File: config.mk
export PLATFORM = sky130hd
export DESIGN_NAME = aoc_regs
export DESIGN_NICKNAME = d
export VERILOG_FILES = /design/src/design/aoc_pipe.v /design/src/design/aoc_regs.v /design/src/design/aoc_sync.v
export VERILOG_INCLUDE_DIRS = /design/src /design/src/design
export SDC_FILE = /design/constraint.sdc
export NUM_CORES = 1
export LEC_CHECK = 0
export BUFFER_PORTS_ARGS = -buffer_cell sky130_fd_sc_hd__buf_4
export CAP_MARGIN = 20
export CORE_MARGIN = 5
export CORE_UTILIZATION = 54
export CTS_BUF_LIST = sky130_fd_sc_hd__clkbuf_8
export DETAILED_ROUTE_END_ITERATION = 12
export GPL_TIMING_DRIVEN = 0
export PLACE_DENSITY = 0.78
export SYNTH_ARGS = -nofsm -noshare
export SYNTH_HDL_FRONTEND = slang
export SYNTH_HIERARCHICAL = 1
export SYNTH_SLANG_ARGS = --single-unit
File: constraint.sdc
create_clock -name clk -period 4.9 [get_ports clk]
set_input_delay 0.49 -clock clk [delete_from_list [all_inputs] [get_ports clk]]
set_output_delay 0.49 -clock clk [all_outputs]
set_load 0.03 [all_outputs]
File: src/design/aoc_defines.vh
// Constants shared by the ADC offset, calibration and status register bank.
// Assumes a 32-bit AXI4-Lite register bus with byte addresses = 4 x index.
// Notes on behaviour
// - Channel 7 offset code, 8-bit, resets zero
// - Offset code is signed two's complement
// - Weight field bits 4-3 select scale
// - One weight setting serves every offset
// - ADC calibration done flag at bit 7
// - Reserved status bits read-only, no effect
// - PLL calibration complete flag at bit 5
// - Low-frequency drift flag at bit 2
// - High-frequency drift flag at bit 1
// - PLL done flag follows launch bit
// - 16-bit identity code over two bytes
// - Power-up calibration ends within fixed cycles
// - Background calibration updates every fixed period
// - One output sample per clock, fixed latency
// - Post-processing lengthens output latency
`ifndef AOC_DEFINES_VH
`define AOC_DEFINES_VH

// Register indices (byte address is four times the index)
`define AOC_IDX_CH7_OFS    10'h0a5
`define AOC_IDX_WEIGHT     10'h0a7
`define AOC_IDX_CAL_STAT   10'h0c0
`define AOC_IDX_PLL_STAT   10'h0d1
`define AOC_IDX_ID_LO      10'h15c
`define AOC_IDX_ID_HI      10'h15d
`define AOC_IDX_PLL_CTRL   10'h06b
`define AOC_IDX_DSP_CTRL   10'h180
`define AOC_IDX_IRQ_STAT   10'h181
`define AOC_IDX_IRQ_MASK   10'h182

// Reset values
`define AOC_RST_CH7_OFS    8'h00
`define AOC_RST_WEIGHT     8'h47
`define AOC_RST_ZERO8      8'h00
`define AOC_RST_IRQ        5'h00

// Field positions
`define AOC_WGT_HI         4
`define AOC_WGT_LO         3
`define AOC_CAL_DONE_BIT   7
`define AOC_PLL_DONE_BIT   5
`define AOC_PLL_LOW_BIT    2
`define AOC_PLL_HIGH_BIT   1
`define AOC_PLL_LAUNCH_BIT 0
`define AOC_DSP_EN_BIT     0

// Interrupt status bits
`define AOC_EV_CAL_DONE    0
`define AOC_EV_PLL_DONE    1
`define AOC_EV_DRIFT_LOW   2
`define AOC_EV_DRIFT_HIGH  3
`define AOC_EV_BG_UPDATE   4
`define AOC_EV_W           5

// Bus responses
`define AOC_RESP_OKAY      2'b00
`define AOC_RESP_SLVERR    2'b10

// Calibration periods in sample clock cycles
`define AOC_CAL_CYCLES     32'd134217728
`define AOC_BG_CYCLES      32'd1073741824

// Pipeline latencies in cycles
`define AOC_BASE_LAT       4
`define AOC_DSP_LAT        2

`endif

File: src/design/aoc_pipe.v
// Fixed-depth delay line for the sample path.
// Assumes DEPTH of one or more; every stage advances every clock.
`timescale 1ns/1ps
module aoc_pipe #(
  parameter W     = 16,
  parameter DEPTH = 4
) (
  input  wire         clk,
  input  wire         rst,
  input  wire [W-1:0] din,
  output wire [W-1:0] dout
);
  reg [W-1:0] stage_r [0:DEPTH-1];
  integer     i;

  // Shift one stage per clock
  always @(posedge clk or posedge rst) begin
    if (rst) begin
      for (i = 0; i < DEPTH; i = i + 1) begin
        stage_r[i] <= {W{1'b0}};
      end
    end else begin
      stage_r[0] <= din;
      for (i = 1; i < DEPTH; i = i + 1) begin
        stage_r[i] <= stage_r[i-1];
      end
    end
  end

  assign dout = stage_r[DEPTH-1];
endmodule

File: src/design/aoc_regs.v
// Offset, calibration status and identity register bank with sample path.
// Assumes an AXI4-Lite master on clk and PLL status levels from pins.
`timescale 1ns/1ps
`include "aoc_defines.vh"
module aoc_regs #(
  parameter        DW          = 16,
  parameter [15:0] ID_CODE     = 16'h5a3c,  // Arbitrary value
  parameter [6:0]  CAL_RSVD    = 7'h00,     // Arbitrary filler
  parameter [4:0]  PLL_RSVD    = 5'h00,     // Arbitrary filler
  parameter [31:0] CAL_CYCLES  = `AOC_CAL_CYCLES,
  parameter [31:0] BG_CYCLES   = `AOC_BG_CYCLES,
  parameter        BASE_LAT    = `AOC_BASE_LAT,
  parameter        DSP_LAT     = `AOC_DSP_LAT
) (
  input  wire          clk,
  input  wire          rst,
  input  wire [11:0]   s_axi_awaddr,
  input  wire          s_axi_awvalid,
  output wire          s_axi_awready,
  input  wire [31:0]   s_axi_wdata,
  input  wire [3:0]    s_axi_wstrb,
  input  wire          s_axi_wvalid,
  output wire          s_axi_wready,
  output reg  [1:0]    s_axi_bresp,
  output reg           s_axi_bvalid,
  input  wire          s_axi_bready,
  input  wire [11:0]   s_axi_araddr,
  input  wire          s_axi_arvalid,
  output wire          s_axi_arready,
  output reg  [31:0]   s_axi_rdata,
  output reg  [1:0]    s_axi_rresp,
  output reg           s_axi_rvalid,
  input  wire          s_axi_rready,
  input  wire [DW-1:0] sample_in,
  output reg  [DW-1:0] sample_out,
  input  wire          pll_cal_done_pin,
  input  wire          pll_drift_low_pin,
  input  wire          pll_drift_high_pin,
  output reg           pll_calibration_launch,
  output reg           bg_cal_update,
  output wire          adc_cal_done,
  output wire          irq
);
  localparam SW = DW + 2;  // Sample with two quarter-LSb bits

  // Write channel state
  reg        aw_have_r;
  reg [9:0]  aw_idx_r;
  reg        w_have_r;
  reg [31:0] wdata_r;
  reg        wlane0_r;
  // Control registers
  reg [7:0]  ch7_ofs_r;
  reg [7:0]  weight_r;
  reg        dsp_en_r;
  reg [`AOC_EV_W-1:0] irq_stat_r;
  reg [`AOC_EV_W-1:0] irq_stat_nxt;
  reg [`AOC_EV_W-1:0] irq_mask_r;
  reg        launch_pend_r;
  // Calibration state
  reg [31:0] cal_cnt_r;
  reg        cal_done_r;
  reg [31:0] bg_cnt_r;
  reg        cal_done_d_r;
  // Synchronised PLL status and edge history
  wire [2:0] pll_s;
  reg  [2:0] pll_d_r;
  // Read mux and write decode flag
  reg [31:0] rd_word;
  reg        rd_err;
  reg        wr_err;
  // Sample path
  reg  [DW-1:0] ofs_out_r;
  wire [DW-1:0] base_out;
  wire [DW-1:0] dsp_out;

  wire do_wr  = aw_have_r & w_have_r & ~s_axi_bvalid;
  wire wr_en  = do_wr & wlane0_r;
  wire [7:0] wbyte = wdata_r[7:0];
  wire do_rd  = s_axi_arvalid & ~s_axi_rvalid;
  wire [9:0] ar_idx = s_axi_araddr[11:2];

  assign s_axi_awready = ~aw_have_r & ~s_axi_bvalid;
  assign s_axi_wready  = ~w_have_r & ~s_axi_bvalid;
  assign s_axi_arready = ~s_axi_rvalid;
  assign adc_cal_done  = cal_done_r;

  // PLL status pins into the clock domain
  aoc_sync #(
    .W (3)
  ) u_pll_sync (
    .clk  (clk),
    .rst  (rst),
    .din  ({pll_cal_done_pin, pll_drift_low_pin, pll_drift_high_pin}),
    .dout (pll_s)
  );

  // Done flag is low while a launched calibration is pending
  wire pll_done_flag = pll_s[2] & ~launch_pend_r;

  // Address capture, either order
  always @(posedge clk or posedge rst) begin
    if (rst) begin
      aw_have_r <= 1'b0;
      aw_idx_r  <= 10'h000;
      w_have_r  <= 1'b0;
      wdata_r   <= 32'h00000000;
      wlane0_r  <= 1'b0;
    end else if (do_wr) begin
      aw_have_r <= 1'b0;
      w_have_r  <= 1'b0;
    end else begin
      if (s_axi_awvalid && s_axi_awready) begin
        aw_have_r <= 1'b1;
        aw_idx_r  <= s_axi_awaddr[11:2];
      end
      if (s_axi_wvalid && s_axi_wready) begin
        w_have_r <= 1'b1;
        wdata_r  <= s_axi_wdata;
        wlane0_r <= s_axi_wstrb[0];
      end
    end
  end

  // Write decode: unmapped gets an error, read-only is ignored
  always @* begin
    case (aw_idx_r)
      `AOC_IDX_CH7_OFS,
      `AOC_IDX_WEIGHT,
      `AOC_IDX_CAL_STAT,
      `AOC_IDX_PLL_STAT,
      `AOC_IDX_ID_LO,
      `AOC_IDX_ID_HI,
      `AOC_IDX_PLL_CTRL,
      `AOC_IDX_DSP_CTRL,
      `AOC_IDX_IRQ_STAT,
      `AOC_IDX_IRQ_MASK: wr_err = 1'b0;
      default:           wr_err = 1'b1;
    endcase
  end

  // Write response
  always @(posedge clk or posedge rst) begin
    if (rst) begin
      s_axi_bvalid <= 1'b0;
      s_axi_bresp  <= `AOC_RESP_OKAY;
    end else if (do_wr) begin
      s_axi_bvalid <= 1'b1;
      s_axi_bresp  <= wr_err ? `AOC_RESP_SLVERR : `AOC_RESP_OKAY;
    end else if (s_axi_bready) begin
      s_axi_bvalid <= 1'b0;
    end
  end

  // Writable registers; calibration and PLL status and identity ignore writes
  always @(posedge clk or posedge rst) begin
    if (rst) begin
      ch7_ofs_r  <= `AOC_RST_CH7_OFS;
      weight_r   <= `AOC_RST_WEIGHT;
      dsp_en_r   <= 1'b0;
      irq_mask_r <= `AOC_RST_IRQ;
    end else if (wr_en) begin
      case (aw_idx_r)
        `AOC_IDX_CH7_OFS:  ch7_ofs_r  <= wbyte;
        `AOC_IDX_WEIGHT:   weight_r   <= wbyte;
        `AOC_IDX_DSP_CTRL: dsp_en_r   <= wbyte[`AOC_DSP_EN_BIT];
        `AOC_IDX_IRQ_MASK: irq_mask_r <= wbyte[`AOC_EV_W-1:0];
        default:           ch7_ofs_r  <= ch7_ofs_r;
      endcase
    end
  end

  // PLL launch pulse and pending tracker
  always @(posedge clk or posedge rst) begin
    if (rst) begin
      pll_calibration_launch <= 1'b0;
      launch_pend_r          <= 1'b0;
    end else begin
      pll_calibration_launch <= wr_en &&
        (aw_idx_r == `AOC_IDX_PLL_CTRL) &&
        wbyte[`AOC_PLL_LAUNCH_BIT];
      if (pll_calibration_launch) begin
        launch_pend_r <= 1'b1;
      end else if (!pll_s[2]) begin
        launch_pend_r <= 1'b0;  // PLL has restarted calibration
      end
    end
  end

  // Power-up calibration timer, flag sticky until reset
  always @(posedge clk or posedge rst) begin
    if (rst) begin
      cal_cnt_r  <= 32'h00000000;
      cal_done_r <= 1'b0;
    end else if (!cal_done_r) begin
      if (cal_cnt_r == CAL_CYCLES - 32'h00000001) begin
        cal_done_r <= 1'b1;
      end
      cal_cnt_r <= cal_cnt_r + 32'h00000001;
    end
  end

  // Background calibration update tick after power-up calibration
  always @(posedge clk or posedge rst) begin
    if (rst) begin
      bg_cnt_r      <= 32'h00000000;
      bg_cal_update <= 1'b0;
    end else begin
      bg_cal_update <= 1'b0;
      if (cal_done_r) begin
        if (bg_cnt_r == BG_CYCLES - 32'h00000001) begin
          bg_cnt_r      <= 32'h00000000;
          bg_cal_update <= 1'b1;
        end else begin
          bg_cnt_r <= bg_cnt_r + 32'h00000001;
        end
      end
    end
  end

  // Events for interrupt status, each a one-cycle rise
  wire [`AOC_EV_W-1:0] ev;
  // Done level never falls before reset, so only its rise is an event
  assign ev[`AOC_EV_CAL_DONE]   = cal_done_r & ~cal_done_d_r;
  assign ev[`AOC_EV_PLL_DONE]   = pll_done_flag & ~pll_d_r[2];
  assign ev[`AOC_EV_DRIFT_LOW]  = pll_s[1] & ~pll_d_r[1];
  assign ev[`AOC_EV_DRIFT_HIGH] = pll_s[0] & ~pll_d_r[0];
  assign ev[`AOC_EV_BG_UPDATE]  = bg_cal_update;

  // Sticky status, write one to clear, set wins
  always @* begin
    irq_stat_nxt = irq_stat_r;
    if (wr_en && (aw_idx_r == `AOC_IDX_IRQ_STAT)) begin
      irq_stat_nxt = irq_stat_nxt & ~wbyte[`AOC_EV_W-1:0];
    end
    irq_stat_nxt = irq_stat_nxt | ev;
  end

  // Status and edge history registers
  always @(posedge clk or posedge rst) begin
    if (rst) begin
      irq_stat_r   <= `AOC_RST_IRQ;
      pll_d_r      <= 3'b000;
      cal_done_d_r <= 1'b0;
    end else begin
      irq_stat_r   <= irq_stat_nxt;
      pll_d_r      <= {pll_done_flag, pll_s[1:0]};
      cal_done_d_r <= cal_done_r;
    end
  end

  assign irq = |(irq_stat_r & irq_mask_r);

  // Read data selection
  always @* begin
    rd_word = 32'h00000000;
    rd_err  = 1'b0;
    case (ar_idx)
      `AOC_IDX_CH7_OFS:  rd_word[7:0] = ch7_ofs_r;
      `AOC_IDX_WEIGHT:   rd_word[7:0] = weight_r;
      `AOC_IDX_CAL_STAT: rd_word[7:0] = {cal_done_r, CAL_RSVD};
      `AOC_IDX_PLL_STAT: rd_word[7:0] = {PLL_RSVD[4:3],
                                         pll_done_flag,
                                         PLL_RSVD[2:1],
                                         pll_s[1],
                                         pll_s[0],
                                         PLL_RSVD[0]};
      `AOC_IDX_ID_LO:    rd_word[7:0] = ID_CODE[7:0];
      `AOC_IDX_ID_HI:    rd_word[7:0] = ID_CODE[15:8];
      `AOC_IDX_PLL_CTRL: rd_word[7:0] = 8'h00;
      `AOC_IDX_DSP_CTRL: rd_word[0]   = dsp_en_r;
      `AOC_IDX_IRQ_STAT: rd_word[`AOC_EV_W-1:0] = irq_stat_r;
      `AOC_IDX_IRQ_MASK: rd_word[`AOC_EV_W-1:0] = irq_mask_r;
      default:           rd_err = 1'b1;
    endcase
  end

  // Read response, one cycle after the address
  always @(posedge clk or posedge rst) begin
    if (rst) begin
      s_axi_rvalid <= 1'b0;
      s_axi_rdata  <= 32'h00000000;
      s_axi_rresp  <= `AOC_RESP_OKAY;
    end else if (do_rd) begin
      s_axi_rvalid <= 1'b1;
      s_axi_rdata  <= rd_word;
      s_axi_rresp  <= rd_err ? `AOC_RESP_SLVERR : `AOC_RESP_OKAY;
    end else if (s_axi_rready) begin
      s_axi_rvalid <= 1'b0;
    end
  end

  // Offset in quarter-LSb units: signed code shifted by weight
  wire [1:0]  wsel    = weight_r[`AOC_WGT_HI:`AOC_WGT_LO];
  wire [10:0] ofs_ext = {{3{ch7_ofs_r[7]}}, ch7_ofs_r};
  wire [10:0] ofs_q   = ofs_ext << wsel;
  wire [SW-1:0] ofs_w = {{(SW-11){ofs_q[10]}}, ofs_q};
  wire [SW-1:0] acc   = {sample_in, 2'b00} + ofs_w;

  // Offset stage, fraction dropped toward minus infinity
  always @(posedge clk or posedge rst) begin
    if (rst) begin
      ofs_out_r <= {DW{1'b0}};
    end else begin
      ofs_out_r <= acc[SW-1:2];
    end
  end

  // Fixed conversion pipeline
  aoc_pipe #(
    .W     (DW),
    .DEPTH (BASE_LAT)
  ) u_base (
    .clk  (clk),
    .rst  (rst),
    .din  (ofs_out_r),
    .dout (base_out)
  );

  // Extra stages used with post-processing on
  aoc_pipe #(
    .W     (DW),
    .DEPTH (DSP_LAT)
  ) u_dsp (
    .clk  (clk),
    .rst  (rst),
    .din  (base_out),
    .dout (dsp_out)
  );

  // Output stage, new sample every clock
  always @(posedge clk or posedge rst) begin
    if (rst) begin
      sample_out <= {DW{1'b0}};
    end else begin
      sample_out <= dsp_en_r ? dsp_out : base_out;
    end
  end
endmodule

File: src/design/aoc_sync.v
// Two-flop synchroniser for slowly changing status levels.
// Assumes each bit is a level, not a pulse, from another domain.
`timescale 1ns/1ps
module aoc_sync #(
  parameter W = 1
) (
  input  wire         clk,
  input  wire         rst,
  input  wire [W-1:0] din,
  output reg  [W-1:0] dout
);
  reg [W-1:0] meta_r;

  // First flop feeds only the second
  always @(posedge clk or posedge rst) begin
    if (rst) begin
      meta_r <= {W{1'b0}};
      dout   <= {W{1'b0}};
    end else begin
      meta_r <= din;
      dout   <= meta_r;
    end
  end
endmodule
## Yosys cells after proc, flatten, opt, wreduce, memory -nomap -nowiden

Cells that the tools add are included.

| storage, ports and cells | value |
|---|---|
| register bits after elaboration | 268 |
| word-level logic and storage cells | 125 |
| input bits | 86 |
| output and inout port bits | 61 |

| cells by class | value |
|---|---|
| shift operators | 1 |
| eq/ne operators | 23 |
| $add $sub $neg | 3 |
| mux-type cells | 22 |
| reduce and logical (&&, ||, !) cells | 18 |
| bitwise operators | 25 |

Operator list:

| operator | number |
|---|---|
| == test 10 x 9 -> 1 bit, second input constant | 10 |
| == test 10 x 8 -> 1 bit, second input constant | 8 |
| adder 32 x 1 -> 32 bit, second input constant | 2 |
| == test 32 x 27 -> 1 bit, second input constant | 1 |
| == test 32 x 30 -> 1 bit, second input constant | 1 |
| 2-to-1 mux 32 bit | 1 |
| one-hot mux 4 bit (7 select lines) | 1 |
| == test 10 x 7 -> 1 bit, second input constant | 2 |
| OR reduction 10 bit | 2 |
| adder 18 bit | 1 |
| one-hot mux 3 bit (6 select lines) | 1 |
| 2-to-1 mux 16 bit | 1 |
| 2-to-1 mux 1 bit | 14 |
| AND reduction 2 bit | 6 |
| bitwise AND 1 bit | 11 |
| << shifter 11 x 2 -> 11 bit | 1 |
| bitwise AND 5 bit | 2 |
| inverter 1 bit | 10 |
| nonzero test 2 bit | 4 |
| logical AND 1 bit | 5 |
| 2-to-1 mux 5 bit | 1 |
| inverter 5 bit | 1 |
| OR 5 bit | 1 |
| one-hot mux 1 bit (5 select lines) | 1 |
| 3 further kinds | 4 |

## Logic depth before layout (Yosys ltp)

Gate-level depths: netlist of the first run.

| depth | value |
|---|---|
| depth after elaboration | 6 |
| mapped depth | 10 |
| gate-level depth less buffers | 9 |

## By module

The synthesis of the first run kept the hierarchy.

By module, submodules not included:

| module | cells each | area each (um^2) | instances | seq. area each (um^2) |
|---|---|---|---|---|
| aoc_regs | 730 | 8,204.1 | 1 | 4,108.9 |
| aoc_pipe (u_base) | 81 | 1,725.4 | 1 | 1,601.5 |
| aoc_pipe (u_dsp) | 49 | 924.6 | 1 | 800.8 |
| aoc_sync | 7 | 153.9 | 1 | 150.1 |

## Worst setup path before layout of the first run

Ideal clock, no wire load.

| path | value |
|---|---|
| path type | register to register |
| start point | register weight_r[4] |
| end point | register ofs_out_r[14] |
| library setup time | 0.131 ns |
| buffers on the path | 1 |
| path slack | 1.974 ns |
| data required time | 4.769 ns |
| stages on the path, launching flop included | 11 |
| arrival time | 2.795 ns |
| clock period less this slack | 2.926 ns |
| cell sequence | dfrtp_1 > clkbuf_1 > mux2i_1 > o21ai_0 > ha_1 > fa_1 > a211oi_1 > o21ai_0 > a311oi_1 > o21ai_0 > xor2_1 |

| between the ends | value |
|---|---|
| longest elaborated chain between the ends | 2 |

Ends and longest elaborated chain:

| element | line | text |
|---|---|---|
| from (decl) | aoc_regs.v:54 | `reg [7:0] weight_r;` |
| from (signal assigned) | aoc_regs.v:159 | `` weight_r <= `AOC_RST_WEIGHT; `` |
| from (signal assigned) | aoc_regs.v:165 | `` `AOC_IDX_WEIGHT: weight_r <= wbyte; `` |
| << shifter 11 x 2 -> 11 bit | aoc_regs.v:296 | `wire [10:0] ofs_q = ofs_ext << wsel;` |
| adder 18 bit | aoc_regs.v:298 | `wire [SW-1:0] acc = {sample_in, 2'b00} + ofs_w;` |
| via acc[16] | aoc_regs.v:298 |  |
| to (signal assigned) | aoc_regs.v:303 | `ofs_out_r <= {DW{1'b0}};` |
| to (signal assigned) | aoc_regs.v:305 | `ofs_out_r <= acc[SW-1:2];` |
| to (decl) | aoc_regs.v:73 | `reg [DW-1:0] ofs_out_r;` |

The timed path passes the listed nets, and every way through them passes these cells.
A chain may end at the register's enable or synchronous reset.

## Worst setup path in the final report of the first run

Ends and elaborated chain as after synthesis.

==> run_results.csv, run 1 <==
group,metric,value,unit
synthesis,synth_common_cells,"262 x dfrtp_1, 59 x buf_4, 59 x mux2_2",
routing,wirelength,21080,um
final_layout,final_nets,1134,
clock_network,post_cts_buffers,0,
critical_path,r2r_start,"weight_r[4]",
critical_path,path_cells,"clkbuf_1, mux2i_1, o21ai_0, ha_1, fa_1, a211oi_1, o21ai_0, a311oi_1, o21ai_0, xor2_1",
final_layout,final_cells,1332,
hold_path,hold_start,"pll_drift_high_pin",
die,die_w,152.8,um
clock_network,clk-insertion-delay-late,550,ps
die,pin_count,147,
global_route,grt_pass1_vias,7275,
die,dieArea,23340,um2
critical_path,path_max_fanout,10,
critical_path,crit_arrival,3810,ps
final_layout,seq_area,6661,um2
synthesis,syn_area,11010,um2
synthesis,syn_avg_cell_area,12.70,um2
synthesis,synthCells,867,
synthesis,ys_seq_elements,266,
synthesis,yosys.area.top_type_share,59.56,%
final_layout,multiInputGateArea,3851,um2
critical_path,rrSetupSlack,1490,ps
global_route,grt_overflow_total,0,
timing,tightest_slew,896.0,ps
clock_network,cts_tree,"done",
clock_network,clkTransAtPathRegs,70,ps
synthesis,netlist.top_cell.by_area,"dfrtp_1",
timing,hold_viol,0,
final_layout,n_fill_cell,1505,
synthesis,synth_cell_types,66,
critical_path,end_kind,"flip-flop",
routing,drt-pass1-iter-count,5,
synthesis,ys_seq_area_share,60.51,%
global_route,grt_max_degree,47,
critical_path,startpoint,"weight_r[4]",
clock_network,clock_sinks,266,
die,die_y,152.8,um
placed_design,place_inst,1255,
power_and_ir_drop,vdd_drop_max,0.2132,mV
critical_path,crit_type,"reg -> reg",
final_layout,drive_gt1_share,28.93,%
clock_network,cts_buffers,42,
critical_path,crit_slowest_cell,"a311oi_1",
timing,fin_crit,3411,ps
placed_design,hpwl,14990,um
timing,timing.slew.headroom,39.81,%
power_and_ir_drop,powerDensity,386.4,nW/um2
critical_path,cpMostUsedCell,"o21ai_0",
critical_path,cpPeakStageDelay,530,ps
die,rows,52,
critical_path,required,5300,ps
clock_network,ctsResizeCount,0,
timing,fin_skew,27.02,ps
power_and_ir_drop,p_leak,6.224,nW
global_route,grt_use_total,18.72,%
timing,setup_viol,0,
timing,final-max-slew-violation-count,0,
timing,rsz0062_at_grt,"false",
synthesis,ys_async_sr_fraction,100.0,%
hold_path,hold_class,"in -> reg",
status,status,"complete, no violations",
run,maxCapViolCount,0,
synthesis,synth_edf_count,0,
routing,viasPerCell,5.231,
synthesis,synth.area.top_cells,"dfrtp_1 60%, mux2_2 6.0%, buf_4 4.0%",
timing,fin_crit_sh,69.62,%
global_route,grt_antenna_before_repair,1,
routing,routedWlPerCell,15.83,um
routing,dr_total_vias,6968,
timing,hold_ws,47.97,ps
synthesis,yosysWarnings,6,
synthesis,synth-main-ff-cell,"dfrtp_1",
clock_network,cts_root_buffer,"clkbuf_8",
die,core-area,20170,um2
timing,finalSetupTns,0,ps
placed_design,routabilityCongestion,0.8413,
timing,max_freq,293.2,MHz
routing,drtIter0Drc,388,
critical_path,crit_path_start_kind,"flip-flop",
routing,drcViolationCount,0,
final_layout,area_delta_synth_final,19.31,%
global_route,grt_pass1_wl,36090,um
clock_network,cts_buffer_depth,3,
clock_network,htreeDepth,2,
die,start_util,54.58,%
synthesis,yosysMostFrequentCell,"dfrtp_1",
routing,drtAntennaViolNets,0,
placed_design,io_buffers,87,
## state kept, by name, indices dropped and copies added (netlist names), 5 cells and up
name,flops
u_base/stage_r,48
bg_cnt_r,32
cal_cnt_r,32
ofs_out_r,16
sample_out,16
u_base/dout,16
u_dsp/dout,16
u_dsp/stage_r,16
aw_idx_r,10
ch7_ofs_r,8
s_axi_rdata,8
wdata_r,8
weight_r,8
irq_mask_r,5
irq_stat_r,5
## cell families after synthesis
group	after synthesis	share of synthesized area, %
other	1	0.03407
adders and majority gates	18	2.114
and+or+nand+nor	252	12.90
muxes	71	7.581
DFF	266	60.51
buffers and inverters	96	5.353
xor gates and xnor gates	70	5.569
AOI/OAI and AO/OA	93	5.933
## repair_timing
action	in CTS	in global routing
endpoints found under the setup margin	0	0
hold buffers	1	0
hold endpoints to repair	24	0
## area by class of cell
class / count / area share [%]
Antenna cell: 1 / 0.01905
Buffer: 77 / 3.944
Clock buffer: 53 / 5.554
Clock inverter: 22 / 1.277
Inverter: 19 / 0.5716
Multi-Input combinational cell: 530 / 29.32
Sequential cell: 266 / 50.72
Tap cell: 270 / 2.572
Timing Repair Buffer: 94 / 6.021
## through the flow
| step | utilization [%] | total power, mW | cell area, um2 | worst slack [ps] |
|---|---|---|---|---|
| after detailed placement | 60.61 | 3.176 | 12220 | 1529 |
| final | 65.12 | 5.075 | 13130 | 1489 |
| after global placement | 59.98 | 3.142 | 12100 | 1316 |
| after floorplan | - | 2.959 | 11110 | 1974 |
| after global routing | 65.12 | 5.320 | 13130 | 1195 |
| after CTS | 65.11 | 5.138 | 13130 | 1497 |
## worst max-delay path, delay by kind of cell (launching register included)
kind / cells / cell delay, ps
AOI/OAI and AO/OA: 5 / 1360
adders and majority gates: 2 / 680
DFF: 1 / 410
buffers and inverters: 1 / 390
muxes: 1 / 270
xor gates and xnor gates: 1 / 170
## placed cells by master, fill, tap and decap left out, types with 4 or more instances in the layout
cell type / n
a211oi_1: 5
a21o_1: 8
a21oi_1: 17
a22o_1: 11
a22oi_1: 5
a311oi_1: 4
and2_1: 8
and3_1: 16
and4_1: 5
buf_12: 5
buf_2: 6
buf_4: 146
clkbuf_1: 11
clkbuf_8: 53
clkinvlp_4: 4
conb_1: 26
dfrtp_1: 262
dfstp_2: 4
ha_1: 17
inv_1: 28
mux2_2: 59
mux2i_1: 8
mux4_2: 4
nand2_1: 52
nand2b_1: 5
nand3_1: 31
nand3b_1: 5
nand4_1: 26
nor2_1: 44
nor2b_1: 10
nor3_1: 17
o211ai_1: 5
o21ai_0: 16
or3_1: 4
xnor2_1: 46
xor2_1: 24
## path summary, 6_finish.rpt
path / end / depth (start not counted)
hold / removal: u_pll_sync/meta_r[0] / 1
setup / recovery: ofs_out_r[14] / 10
hold reg to reg: u_dsp/dout[0] / 0
min in group asynchronous: u_pll_sync/meta_r[0] / 3
max in group asynchronous: weight_r[6] / 6
setup reg to reg: ofs_out_r[14] / 10
## metal layers
metal / GRT usage (%) / share of wire (%) / vias to the layer above
met5: 0 / 0 / -
met1: 25.77 / 45 / 3418
met4: 6.364 / 2.7 / 0
met2: 29.67 / 47 / 207
li1: - / - / 3299
met3: 4.374 / 5.7 / 44
## where the power goes
part	leakage, nW	internal, mW	switching, mW
Clock	0.495	1.09	0.848
Sequential	3.30	2.38	0.151
Combinational	2.43	0.291	0.313
No activity file was read; power rests on OpenSTA's default activity.
==> inputs of run 2 (changes only) <==
Settings changed: CORE_UTILIZATION 54 to 60, PLACE_DENSITY 0.78 to 0.83.
Clock period 4.9 ns to 3.44 ns, I/O delays scaled along.
==> run_results.csv, run 2 (same netlist as run 1, synthesis figures left out) <==
group,metric,value,unit
clock_network,htreeDepth,2,
final_layout,largest_reg_flops,48,
die,rows,49,
power_and_ir_drop,p_leak,6.320,nW
final_layout,antennaDiodeCount,0,
final_layout,largest_register,"u_base/stage_r",
final_layout,reg_top3,"u_base/stage_r: 48 flops, bg_cnt_r: 32 flops, cal_cnt_r: 32 flops",
timing,setup_viol,0,
clock_network,cts_tree,"done",
timing,hold_viol,0,
final_layout,final_common_cell,"dfrtp_1",
clock_network,clock_sinks,266,
placed_design,routabilityCongestion,0.8506,
die,start_util,61.07,%
routing,drtAntennaViolNets,0,
global_route,grt_overflow_total,0,
global_route,use_met1,29.24,%
final_layout,drive_gt1_share,28.86,%
final_layout,final_nets,1145,
timing,tightest_slew,982.3,ps
timing,rsz0062_at_grt,"false",
global_route,grt_use_total,22.19,%
global_route,met2_usage,35.91,%
critical_path,rrSetupSlack,270,ps
global_route,grt_max_degree,49,
clock_network,post_cts_buffers,0,
routing,drtIter0Drc,447,
power_and_ir_drop,vdd_drop_max,0.3988,mV
routing,wirelength,23330,um
power_and_ir_drop,powerDensity,566.0,nW/um2
timing,max_freq,315.5,MHz
timing,finalSetupTns,0,ps
final_layout,fin_area,13280,um2
routing,drcViolationCount,0,
routing,dr_total_vias,7251,
die,pin_count,147,
die,die_w,145.5,um
clock_network,cts_buffers,42,
run,maxCapViolCount,0,
critical_path,crit_path_start_kind,"flip-flop",
final_layout,final_cells,1303,
status,status,"complete, no violations",
timing,fin_skew,42.15,ps
global_route,grt_antenna_before_repair,0,
timing,fin_crit_sh,92.15,%
placed_design,place_area,12170,um2
critical_path,crit_type,"reg -> reg",
routing,viasPerCell,5.565,
critical_path,path_max_fanout,10,
clock_network,clk-insertion-delay-late,570,ps
clock_network,cts_buffer_depth,3,
clock_network,cts_root_buffer,"clkbuf_8",
critical_path,crit_arrival,3600,ps
final_layout,post-route-util,73.66,%
critical_path,required,3870,ps
timing,final-max-slew-violation-count,0,
final_layout,layout_common_cells,"261 x dfrtp_1, 146 x buf_4, 59 x mux2_2",
global_route,grt_pass1_wl,38690,um
placed_design,io_buffers,87,
routing,routedWlPerCell,17.90,um
global_route,top_usage_layer,"met2",
placed_design,hpwl,15390,um
timing,fin_crit,3170,ps
hold_path,hold_class,"in -> reg",
timing,timing.slew.headroom,34.01,%
routing,drt-pass1-iter-count,6,
global_route,grt_pass1_vias,7624,
placed_design,place_inst,1214,
critical_path,end_kind,"flip-flop",
placed_design,pre_cts_ws,41.70,ps
global_route,grt_util_met3,5.263,%
die,core-area,18020,um2
die,die_y,145.5,um
clock_network,clkTransAtPathRegs,60,ps
die,dieArea,21160,um2
final_layout,area_delta_synth_final,20.62,%
final_layout,n_fill_cell,1144,
timing,setup_ws,270.1,ps
[run 2: routing by layer]
metal / wire (um) / part of all wire (%) / up-vias
met5: 0 / 0 / -
met4: 816 / 3.5 / 0
met3: 1515 / 6.5 / 72
met2: 11470 / 49 / 269
met1: 9521 / 41 / 3597
li1: - / - / 3313
[run 2: final timing paths]
check | from | end | cells after the start
min reg2reg | u_base/stage_r[48] | u_base/stage_r[32] | 0
max reg2reg | weight_r[3] | ofs_out_r[14] | 9
min | s_axi_awaddr[5] | aw_idx_r[3] | 2
max in group asynchronous | rst | weight_r[0] | 5
min in group asynchronous | rst | u_pll_sync/dout[2] | 3
max | weight_r[3] | ofs_out_r[14] | 9
[run 2: timing repair]
action | 4_1_cts | 5_1_grt
resized for setup | 1 | 1
hold buffers | 13 | 0
hold endpoints to repair | 62 | 0
endpoints found under the setup margin | 2 | 3
gates cloned | 0 | 0
[run 2: cell type report]
class / instances / area (um2) / share of cell area (%)
buffer: 76 / 514.2 / 3.873
timing repair buffer: 106 / 910.9 / 6.860
tap: 229 / 286.5 / 2.158
inverter: 19 / 75.07 / 0.5654
clock buffer: 57 / 784.5 / 5.908
sequential: 266 / 6663 / 50.18
clock inverter: 20 / 186.4 / 1.404
multi-input combinational: 530 / 3857 / 29.05
[run 2: per-stage QoR]
stage / hold slack (ps) / total power [mW]
after detailed placement: 334.7 / 4.554
after floorplan: 135.0 / 4.215
after global routing: 4.610 / 7.815
after CTS: 7.102 / 7.574
final: 27.41 / 7.515
after global placement: 331.0 / 4.490
[run 2: report_power, final]
group,total (mW),switching [mW],internal (mW),leakage [nW]
logic,0.894,0.469,0.425,2.48
clock network,2.99,1.27,1.72,0.543
registers,3.63,0.238,3.39,3.30
total,7.52,1.98,5.54,6.32
[run 2: worst max-delay path, cell delays in order (launching register included)]
cell and delay, ps:
dfrtp_1 400, clkbuf_1 380, o21ai_0 170, ha_1 270, fa_1 460, a211oi_1 350
o21ai_0 230, a311oi_2 420, o21ai_0 180, xor2_1 180
